`src/monitor_map.svh`:
```
// Register map constants for the monitor status and identification block
`ifndef MONITOR_MAP_SVH
`define MONITOR_MAP_SVH

// Register indices; byte address is four times the index
`define STATUS_INDEX 10'h003
`define IDENT_INDEX 10'h005
`define IRQ_STATUS_INDEX 10'h006
`define IRQ_MASK_INDEX 10'h007

// Reset values
`define STATUS_RESET 8'h00
`define IRQ_STATUS_RESET 8'h00
`define IRQ_MASK_RESET 8'h00

// Monitor status field positions
`define RESERVED_BIT 7
`define TWENTY_VOLT_BIT 6
`define SECOND_CONV_BIT 5
`define BUS_VOLTAGE_BIT 4
`define FILTER_CAP_BIT 3
`define XTAL_BIT 2
`define THERMAL_WARN_BIT 1
`define THERMAL_SHUT_BIT 0

// Identification field positions
`define REV_MSB 7
`define REV_LSB 5
`define PART_MSB 4
`define PART_LSB 0

// Bits that can raise an event (reserved bit excluded)
`define LIVE_MASK 8'h7f

`endif

```
`src/monitor_pkg.sv`:
```
// Types shared by the monitor status and identification block
package monitor_pkg;

  // Monitor status word, one flag per monitor
  typedef struct packed {
    logic reserved;
    logic twenty_volt_rail_ok;
    logic second_converter_ok;
    logic bus_voltage_ok;
    logic filter_capacitor_ok;
    logic xtal_running;
    logic thermal_warning;
    logic thermal_shutdown_seen;
  } monitor_status_type;

  // Identification word
  typedef struct packed {
    logic [2:0] revision;
    logic [4:0] part_number;
  } silicon_id_type;

  // One APB request as seen by the slave
  typedef struct packed {
    logic sel;
    logic enable;
    logic write;
    logic [11:0] addr;
    logic [31:0] wdata;
    logic [3:0] strb;
  } apb_req_type;

  // Slave phase
  typedef enum logic [1:0] {
    APB_IDLE = 2'b00,
    APB_ANSWER = 2'b01
  } apb_phase_type;

endpackage

```
`src/analog_status_revision_regs.sv`:
```
// Monitor status and silicon identification registers behind an APB slave
//
// Register access over APB is this design's own decision.
`timescale 1ns/100ps
`include "monitor_map.svh"

// Behaviour
// - Read-only monitor status at index 0x03
// - Status reads zero after reset
// - Bit 6 shows twenty-volt rail good
// - Bit 5 shows second converter good
// - Bit 4 shows bus voltage good
// - Bit 3 shows filter capacitor good
// - Bit 2 shows crystal running
// - Bit 1 shows thermal warning present
// - Bit 0 records a past thermal shutdown
// - Bit 7 reserved, no function, reads zero
// - Identification at 0x05: revision, part number
module analog_status_revision_regs #(
  parameter logic [4:0] PART_NUMBER = 5'h12,     // Arbitrary value
  parameter logic [2:0] SILICON_REVISION = 3'h1  // Arbitrary value
) (
  // Clock, reset, enable
  input logic sys_clk,
  input logic sys_rst,
  input logic clk_en,
  // APB slave
  input logic psel,
  input logic penable,
  input logic pwrite,
  input logic [11:0] paddr,
  input logic [31:0] pwdata,
  input logic [3:0] pstrb,
  output logic [31:0] prdata,
  output logic pready,
  output logic pslverr,
  // Monitor inputs, high while good or active
  input logic twenty_volt_rail_ok,
  input logic second_converter_ok,
  input logic bus_voltage_ok,
  input logic filter_capacitor_ok,
  input logic xtal_running,
  input logic thermal_warning,
  input logic thermal_shutdown_trip,
  // Interrupt
  output logic irq
);

  ////////////////////////////////////////////////////////////////////////////
  // Declarations

  // Bundled bus request
  monitor_pkg::apb_req_type req;
  // Raw and registered monitor words
  monitor_pkg::monitor_status_type raw_status;
  monitor_pkg::monitor_status_type status_view;
  // Identification word
  monitor_pkg::silicon_id_type ident;
  // Sampler outputs
  logic [7:0] status_bits;
  logic [7:0] status_change;
  // Shutdown record
  logic shut_seen_q;
  // Interrupt state
  logic [7:0] irq_flags;
  logic [7:0] irq_mask_q;
  logic [7:0] irq_mask_d;
  logic [7:0] irq_clear;
  logic irq_q;
  // Slave phase and answer registers
  monitor_pkg::apb_phase_type phase_q;
  monitor_pkg::apb_phase_type phase_d;
  logic pready_q;
  logic pready_d;
  logic pslverr_q;
  logic pslverr_d;
  logic [31:0] prdata_q;
  logic [31:0] prdata_d;

  ////////////////////////////////////////////////////////////////////////////
  // Request bundling and decode

  // Pack the bus into one struct
  assign req = '{sel: psel, enable: penable, write: pwrite, addr: paddr,
                 wdata: pwdata, strb: pstrb};

  // Setup phase seen while idle
  wire logic setup_seen = req.sel & ~req.enable & (phase_q == monitor_pkg::APB_IDLE);
  // Completing access edge
  wire logic access_done = req.sel & req.enable & pready_q;
  // Write that takes effect at this edge
  wire logic wr_fire = access_done & req.write & clk_en;

  // Address hits, one aligned word per register
  wire logic hit_status = (req.addr == {`STATUS_INDEX, 2'b00});
  wire logic hit_ident = (req.addr == {`IDENT_INDEX, 2'b00});
  wire logic hit_irq_status = (req.addr == {`IRQ_STATUS_INDEX, 2'b00});
  wire logic hit_irq_mask = (req.addr == {`IRQ_MASK_INDEX, 2'b00});
  // Anything else answers with an error
  wire logic unmapped = ~(hit_status | hit_ident | hit_irq_status | hit_irq_mask);
  // Low byte lane enabled
  wire logic lane0 = req.strb[0];

  ////////////////////////////////////////////////////////////////////////////
  // Monitor capture

  // Shutdown record: held until reset
  always_ff @(posedge sys_clk) begin
    if (sys_rst) begin
      shut_seen_q <= 1'b0;
    end else if (clk_en) begin
      shut_seen_q <= shut_seen_q | thermal_shutdown_trip;
    end
  end

  // Gather raw monitor levels
  assign raw_status.reserved = 1'b0;
  assign raw_status.twenty_volt_rail_ok = twenty_volt_rail_ok;
  assign raw_status.second_converter_ok = second_converter_ok;
  assign raw_status.bus_voltage_ok = bus_voltage_ok;
  assign raw_status.filter_capacitor_ok = filter_capacitor_ok;
  assign raw_status.xtal_running = xtal_running;
  assign raw_status.thermal_warning = thermal_warning;
  assign raw_status.thermal_shutdown_seen = shut_seen_q;

  // Register every monitor level, zero from reset
  monitor_sampler #(
    .WIDTH(8)
  ) u_sampler (
    .sys_clk(sys_clk),
    .sys_rst(sys_rst),
    .clk_en(clk_en),
    .raw(raw_status),
    .level_q(status_bits),
    .change_q(status_change)
  );

  // Typed view of the status word
  assign status_view = status_bits;

  // Fixed identification word
  assign ident = '{revision: SILICON_REVISION, part_number: PART_NUMBER};

  ////////////////////////////////////////////////////////////////////////////
  // Interrupt flags and mask

  // Write one to clear, low byte only
  assign irq_clear = (wr_fire & hit_irq_status & lane0) ? req.wdata[7:0] : 8'h00;

  // Any monitor change is an event
  event_flags #(
    .WIDTH(8)
  ) u_flags (
    .sys_clk(sys_clk),
    .sys_rst(sys_rst),
    .clk_en(clk_en),
    .set(status_change & `LIVE_MASK),
    .clear(irq_clear),
    .flags_q(irq_flags)
  );

  // Mask takes a write to its own word only
  assign irq_mask_d = (wr_fire & hit_irq_mask & lane0) ?
                      (req.wdata[7:0] & `LIVE_MASK) : irq_mask_q;

  // Any unmasked flag pending
  wire logic irq_any = |(irq_flags & irq_mask_q);

  // Mask and interrupt line registers
  always_ff @(posedge sys_clk) begin
    if (sys_rst) begin
      irq_mask_q <= `IRQ_MASK_RESET;
      irq_q <= 1'b0;
    end else if (clk_en) begin
      irq_mask_q <= irq_mask_d;
      irq_q <= irq_any;
    end
  end

  ////////////////////////////////////////////////////////////////////////////
  // Read selection

  // Read mux; writes to read-only words change nothing
  wire logic [7:0] rd_byte = hit_status ? status_bits :
                             hit_ident ? ident :
                             hit_irq_status ? irq_flags :
                             hit_irq_mask ? irq_mask_q : 8'h00;

  ////////////////////////////////////////////////////////////////////////////
  // Slave phase control

  // Answer one cycle after setup, drop after completion
  always_comb begin
    phase_d = phase_q;
    pready_d = 1'b0;
    pslverr_d = 1'b0;
    prdata_d = 32'h0000_0000;
    unique case (phase_q)
      // Wait for a setup phase
      monitor_pkg::APB_IDLE: begin
        if (setup_seen) begin
          phase_d = monitor_pkg::APB_ANSWER;
          pready_d = 1'b1;
          pslverr_d = unmapped;
          // Read-only words give no error on write
          prdata_d = (req.write | unmapped) ? 32'h0000_0000 : {24'h00_0000, rd_byte};
        end
      end
      // Access completes at this edge
      monitor_pkg::APB_ANSWER: begin
        phase_d = monitor_pkg::APB_IDLE;
      end
      // Illegal codes recover to idle
      default: begin
        phase_d = monitor_pkg::APB_IDLE;
      end
    endcase
  end

  // Phase and answer registers
  always_ff @(posedge sys_clk) begin
    if (sys_rst) begin
      phase_q <= monitor_pkg::APB_IDLE;
      pready_q <= 1'b0;
      pslverr_q <= 1'b0;
      prdata_q <= 32'h0000_0000;
    end else if (clk_en) begin
      phase_q <= phase_d;
      pready_q <= pready_d;
      pslverr_q <= pslverr_d;
      prdata_q <= prdata_d;
    end
  end

  ////////////////////////////////////////////////////////////////////////////
  // Outputs, all from flops

  assign prdata = prdata_q;
  assign pready = pready_q;
  assign pslverr = pslverr_q;
  assign irq = irq_q;
endmodule

```
`src/monitor_sampler.sv`:
```
// Per-bit monitor level register with change pulse
`timescale 1ns/100ps
module monitor_sampler #(
  parameter int WIDTH = 8
) (
  // Clock and reset
  input logic sys_clk,
  input logic sys_rst,
  input logic clk_en,
  // Raw monitor levels
  input logic [WIDTH-1:0] raw,
  // Registered levels and change pulses
  output logic [WIDTH-1:0] level_q,
  output logic [WIDTH-1:0] change_q
);

  ////////////////////////////////////////////////////////////////////////////
  // One flop pair per monitor bit
  genvar i;
  generate
    for (i = 0; i < WIDTH; i++) begin : g_bit
      // Level follows input; change pulses when it moves
      always_ff @(posedge sys_clk) begin
        if (sys_rst) begin
          level_q[i] <= 1'b0;
          change_q[i] <= 1'b0;
        end else if (clk_en) begin
          level_q[i] <= raw[i];
          change_q[i] <= raw[i] ^ level_q[i];
        end
      end
    end
  endgenerate

endmodule

```
`src/event_flags.sv`:
```
// Sticky event flags, write one to clear, set wins over clear
`timescale 1ns/100ps
module event_flags #(
  parameter int WIDTH = 8
) (
  // Clock and reset
  input logic sys_clk,
  input logic sys_rst,
  input logic clk_en,
  // Event set and software clear
  input logic [WIDTH-1:0] set,
  input logic [WIDTH-1:0] clear,
  // Flag state
  output logic [WIDTH-1:0] flags_q
);

  ////////////////////////////////////////////////////////////////////////////
  // One sticky flop per event bit
  genvar i;
  generate
    for (i = 0; i < WIDTH; i++) begin : g_flag
      // A new event in the clearing cycle survives
      always_ff @(posedge sys_clk) begin
        if (sys_rst) begin
          flags_q[i] <= 1'b0;
        end else if (clk_en) begin
          flags_q[i] <= set[i] | (flags_q[i] & ~clear[i]);
        end
      end
    end
  endgenerate

endmodule

```
`config.mk`:
```
export PLATFORM = sky130hd
export DESIGN_NAME = analog_status_revision_regs
export DESIGN_NICKNAME = d
export VERILOG_FILES = /design/src/monitor_pkg.sv /design/src/analog_status_revision_regs.sv /design/src/monitor_sampler.sv /design/src/event_flags.sv
export VERILOG_INCLUDE_DIRS = /design/src
export SDC_FILE = /design/constraint.sdc
export NUM_CORES = 1
export LEC_CHECK = 0
export BUFFER_PORTS_ARGS = -buffer_cell sky130_fd_sc_hd__buf_2
export CELL_PAD_IN_SITES_DETAIL_PLACEMENT = 0
export CELL_PAD_IN_SITES_GLOBAL_PLACEMENT = 2
export CORE_ASPECT_RATIO = 0.9
export CORE_MARGIN = 2
export CORE_UTILIZATION = 27
export CTS_CLUSTER_DIAMETER = 100
export DETAILED_ROUTE_END_ITERATION = 10
export PLACE_DENSITY = 0.76
export SLEW_MARGIN = 10
export SYNTH_ARGS = -nofsm -noshare
export SYNTH_HDL_FRONTEND = slang
export SYNTH_HIERARCHICAL = 1
export SYNTH_SLANG_ARGS = --single-unit
```
`constraint.sdc`:
```
create_clock -name sys_clk -period 2.35 [get_ports sys_clk]
set_input_delay 0.47 -clock sys_clk [delete_from_list [all_inputs] [get_ports sys_clk]]
set_output_delay 0.47 -clock sys_clk [all_outputs]
set_load 0.05 [all_outputs]
```
Yosys cells after proc, flatten, opt, wreduce, memory -nomap -nowiden
Cells that the tools add are included.
{ "classes": {"eq_ne": 5, "reduce_logical": 4, "addsub": 0, "bitwise": 48, "muxes": 14, "order_cmp": 0, "mul": 0, "n_shift": 0, "n_div": 0} }
{ "ops": {"columns": ["op", "count"], "rows": [
  ["8-bit 2-to-1 mux", 7],
  ["12-bit by 5-bit == test with 1-bit output (second input constant)", 3],
  ["1-bit AND", 18],
  ["12-bit by 4-bit == test with 1-bit output (second input constant)", 1],
  ["1-bit bitwise OR", 12],
  ["1-bit inverter", 10],
  ["8-bit by 7-bit AND with 8-bit output", 1],
  ["8-bit OR reduction", 1],
  ["7-bit 2-to-1 mux", 1],
  ["1-bit bitwise XOR", 7],
  ["1-bit 2-to-1 mux", 4],
  ["2-bit 2-to-1 mux", 2],
  ["2-bit AND reduction", 2],
  ["2-bit zero test", 1],
  ["2-bit != test (second input constant)", 1]
]} }
{ "word_totals": {"ramBits": 0, "output_inout_bits": 35, "register_bits": 67, "in_bits": 61, "latchBits": 0, "mem_bits_ro": 0, "memories": 0, "elab_cells": 100} }

Logic depth before layout (Yosys ltp)
{ "depth": {"depth_word": 10, "mapped_depth": 7, "ltp_nobuf": 6} }

Cells and area by module
The synthesis kept the hierarchy.
{ "modules_own_cells": {"columns": ["mod", "area_per_inst_um2", "instances", "seq_area_each_um2", "cells_per_inst"], "rows": [
  ["analog_status_revision_regs", 1322.5, 1, 400.4, 158],
  ["monitor_sampler", 673.1, 1, 320.3, 61],
  ["event_flags", 340.3, 1, 160.2, 35]
]} }

Worst setup path before layout
No wires, ideal clock.
{ "synth_path": {"path_kind": "flip-flop to flip-flop", "startpoint": "register pready_q, in the netlist pready", "endpoint": "register u_flags.flags_q[1]", "setup_time_ns": 0.130, "n_path_buf": 0, "period_less_slack_ns": 1.812, "arrival_time_ns": 1.681, "path_slack_ns": 0.538, "stages_incl_launch_ff": 7, "path_cell_list": "dfxtp_1 and4_1 nand4_1 nor2_1 and2_1 a21bo_2 a21oi_1"} }
{ "synth_via": {"elab_chain_len": 9} }
{ "synth_lines": {"columns": ["item", "line", "text"], "rows": [
  ["from (decl)", "analog_status_revision_regs.sv:73", "logic pready_q;"],
  ["from (signal assigned)", "analog_status_revision_regs.sv:229", "pready_q <= pready_d;"],
  ["1-bit AND", "analog_status_revision_regs.sv:90", "wire logic access_done = req.sel & req.enable & pready_q;"],
  ["1-bit AND (2 in a row)", "analog_status_revision_regs.sv:92", "wire logic wr_fire = access_done & req.write & clk_en;"],
  ["1-bit AND (2 in a row)", "analog_status_revision_regs.sv:148", "assign irq_clear = (wr_fire & hit_irq_status & lane0) ? req.wdata[7:0] : 8'h00;"],
  ["8-bit 2-to-1 mux", "analog_status_revision_regs.sv:148", null],
  ["named net irq_clear[1]", "analog_status_revision_regs.sv:68", "logic [7:0] irq_clear;"],
  ["1-bit inverter", "event_flags.sv:27", "flags_q[i] <= set[i] | (flags_q[i] & ~clear[i]);"],
  ["1-bit AND", "event_flags.sv:27", null],
  ["1-bit bitwise OR", "event_flags.sv:27", null],
  ["to (signal, indexed assignment)", "event_flags.sv:27", null],
  ["to (decl)", "event_flags.sv:14", "output logic [WIDTH-1:0] flags_q"]
]} }
The timed path passes the listed nets, and every way through them passes these cells.
A chain may end at the register's enable or synchronous reset.

Worst setup path after layout
{ "layout_path": {"startpoint": "input port paddr[7]", "endpoint": "register u_flags.flags_q[5]"} }
{ "layout_via": {"elab_chain_len": 7} }
{ "layout_lines": {"columns": ["item", "line", "text"], "rows": [
  ["from (decl)", "analog_status_revision_regs.sv:31", "input logic [11:0] paddr,"],
  ["12-bit by 5-bit == test with 1-bit output", "analog_status_revision_regs.sv:97", "wire logic hit_irq_status = (req.addr == {`IRQ_STATUS_INDEX, 2'b00});"],
  ["1-bit AND (2 in a row)", "analog_status_revision_regs.sv:148", null],
  ["8-bit 2-to-1 mux", "analog_status_revision_regs.sv:148", null],
  ["named net irq_clear[5]", "analog_status_revision_regs.sv:68", null],
  ["1-bit inverter", "event_flags.sv:27", null],
  ["1-bit AND", "event_flags.sv:27", null],
  ["1-bit bitwise OR", "event_flags.sv:27", null]
]} }
The timed path passes the listed nets, and every way through them passes these cells.

==> results.yml <==
cts:
  cts_sinks: 43
  cts_max_path_buffers: 2
  post_cts_resized: 0
  cts-root-buf: "clkbuf_8"
  cts_tree: "yes"
  clkTransAtPathRegs_ns: 0.08
  cts-buffers-inserted: 5
  post_cts_buffers: 0
  hold_buffers: 0
  htree_levels: 2
  insertion_delay_ns: 0.29
placement:
  place.detailed.hpwl_mm: 4.00
  port_buffers: 44
  gp_congestion: 0.792
  place_area_um2: 2460
die:
  die_area_um2: 9230
  io_pins: 96
  chipWidth_um: 101
  fp.dieH_um: 91.3
  rows: 31
  initial_core_util_pct: 28.1
  core_area_um2: 8150
sta:
  finalSetupViolations: 0
  fin_skew_ns: 0.00310
  finalSetupTns_ns: 0
  worst_pin_slew_ns: 0.530
  post-route-period-util_pct: 77.4
  period_needed_ns: 1.82
  fmax_mhz: 550
  rsz0062_at_grt: "false"
  slew_headroom_pct: 64.7
  hold_viol: 0
  slew_viol_final: 0
power:
  pwr-share-clk_pct: 30.6
  p_per_area_nw_per_um2: 592
  swShare_pct: 30.9
  total_power_mw: 1.51
  ir_worst_vdd_uv: 203
  combPwrFrac_pct: 17.6
  switching_power_mw: 0.466
  leakagePower_nw: 1.05
  p_seq_share_pct: 51.8
  p_int_mw: 1.04
global_routing:
  grt_pass1_wl_mm: 8.78
  gr-usage-all-layers_pct: 12.0
  antenna_found_initial: 0
  overflow: 0
  grt_max_degree: 45
  grt_pass1_vias: 1711
setup_path:
  critPathLaunchType: "input pin"
  worstPathRequired_ns: 2.52
  cp-end-kind: "flip-flop"
  worstPathMaxFanout: 8
  cp.arrival_ns: 1.99
  worstSetupPathType: "input pin to flip-flop"
detailed_routing:
  dr.pass1.iters: 4
  post-route-drc-count: 0
  wl_per_cell_um: 14.2
  routed_wl_mm: 5.52
  drtIter0Drc: 83
  ant_nets: 0
  vias_per_cell: 4.63
  vias: 1807
run:
  max_cap_violations: 0
logic_synthesis:
  syn_area_um2: 2290
  synthCells: 250
  avgSynthCellArea_um2: 9.15
  yosys_warnings: 6
cells_and_area:
  fill_cells: 881
  layout-drive-gt1-share_pct: 26.8
  nets: 351
  diodes: 0
  register_area_um2: 861
  design_area_um2: 2550
  multi_input_area_um2: 1230
  area_delta_synth_final_pct: 11.3
hold_path:
  hp-class: "input pin to flip-flop"
status:
  outcome: "finished, final reports clean"
-- layer usage --
layer  vias up  track usage (%)  part of all wire (%)
li1        921                -                     -
met1       836             17.7                    51
met2        46             17.5                    43
met3         4             3.00                   4.7
met4         0             2.82                  0.76
met5         -                0                     0
-- layout by cell type (no fill, tap or decap), drive strengths merged, types with 2 or more instances in the layout --
cell / count
nor2b: 5
mux2: 4
nand3b: 2
nand2b: 3
o21ai: 13
a21bo: 8
a22o: 10
nand4: 11
clkinv: 3
conb: 26
or3: 3
and2: 9
mux2i: 8
o211ai: 2
a21oi: 19
clkbuf: 5
buf: 47
xnor2: 7
a211oi: 8
dfxtp: 43
nor4: 2
nand2: 18
nand4b: 2
and4: 2
a221oi: 2
nor2: 21
-- power by group through the flow --
stage               combinational, mW  clock (mW)  sequential (mW)
finish                          0.265       0.461            0.781
global route                    0.287       0.504            0.785
CTS                             0.266       0.481            0.781
detailed placement              0.265           0            0.798
global placement                0.264           0            0.797
floorplan                       0.236           0            0.798
-- path summary, 6_finish.rpt --
path	depth (start not counted)	from	end	slack [ns]
worst min-delay path	3	thermal_shutdown_trip	shut_seen_q$_SDFFE_PP0P_	0.42
worst max register to register	6	pready$_SDFFE_PP0P_	u_flags/flags_q[5]$_SDFFE_PP0P_	0.68
worst min register to register	2	prdata[4]$_SDFFE_PP0P_	prdata[4]$_SDFFE_PP0P_	0.44
worst max-delay path	7	paddr[7]	u_flags/flags_q[5]$_SDFFE_PP0P_	0.53
-- worst max-delay path, stage by stage --
cell and delay (ns):
buf_2 0.10, nor4_2 0.39, nand4_1 0.19, nor2_1 0.43, and2_1 0.22, a21bo_2 0.13
a21oi_1 0.06
-- area by class of cell --
type / count / share of cell area [%]
clock buffer: 5 / 2.70
clock inverter: 3 / 0.590
multi-input combinational: 193 / 48.5
sequential: 43 / 33.8
tap: 99 / 4.86
timing repair buffer: 47 / 9.53
-- sequential cells by signal (all words and copies together) (netlist names) --
register,flops
prdata,8
u_flags/flags_q,8
u_sampler/level_q,8
irq_mask_q,7
u_sampler/change_q,7
irq,1
phase_q,1
pready,1
pslverr,1
shut_seen_q,1
-- metrics by stage --
| stage | hold slack, ns | setup WS, ns | utilization (%) | cells |
|---|---|---|---|---|
| after floorplan | 0.439 | 0.538 | - | 275 |
| after global placement | 0.436 | 0.227 | 30.2 | 382 |
| after detailed placement | 0.439 | 0.234 | 30.2 | 382 |
| after CTS | 0.413 | 0.534 | 31.3 | 390 |
| after global routing | 0.432 | 0.399 | 31.3 | 390 |
| final | 0.418 | 0.531 | 31.3 | 390 |
(Power assumes the default switching activity.)
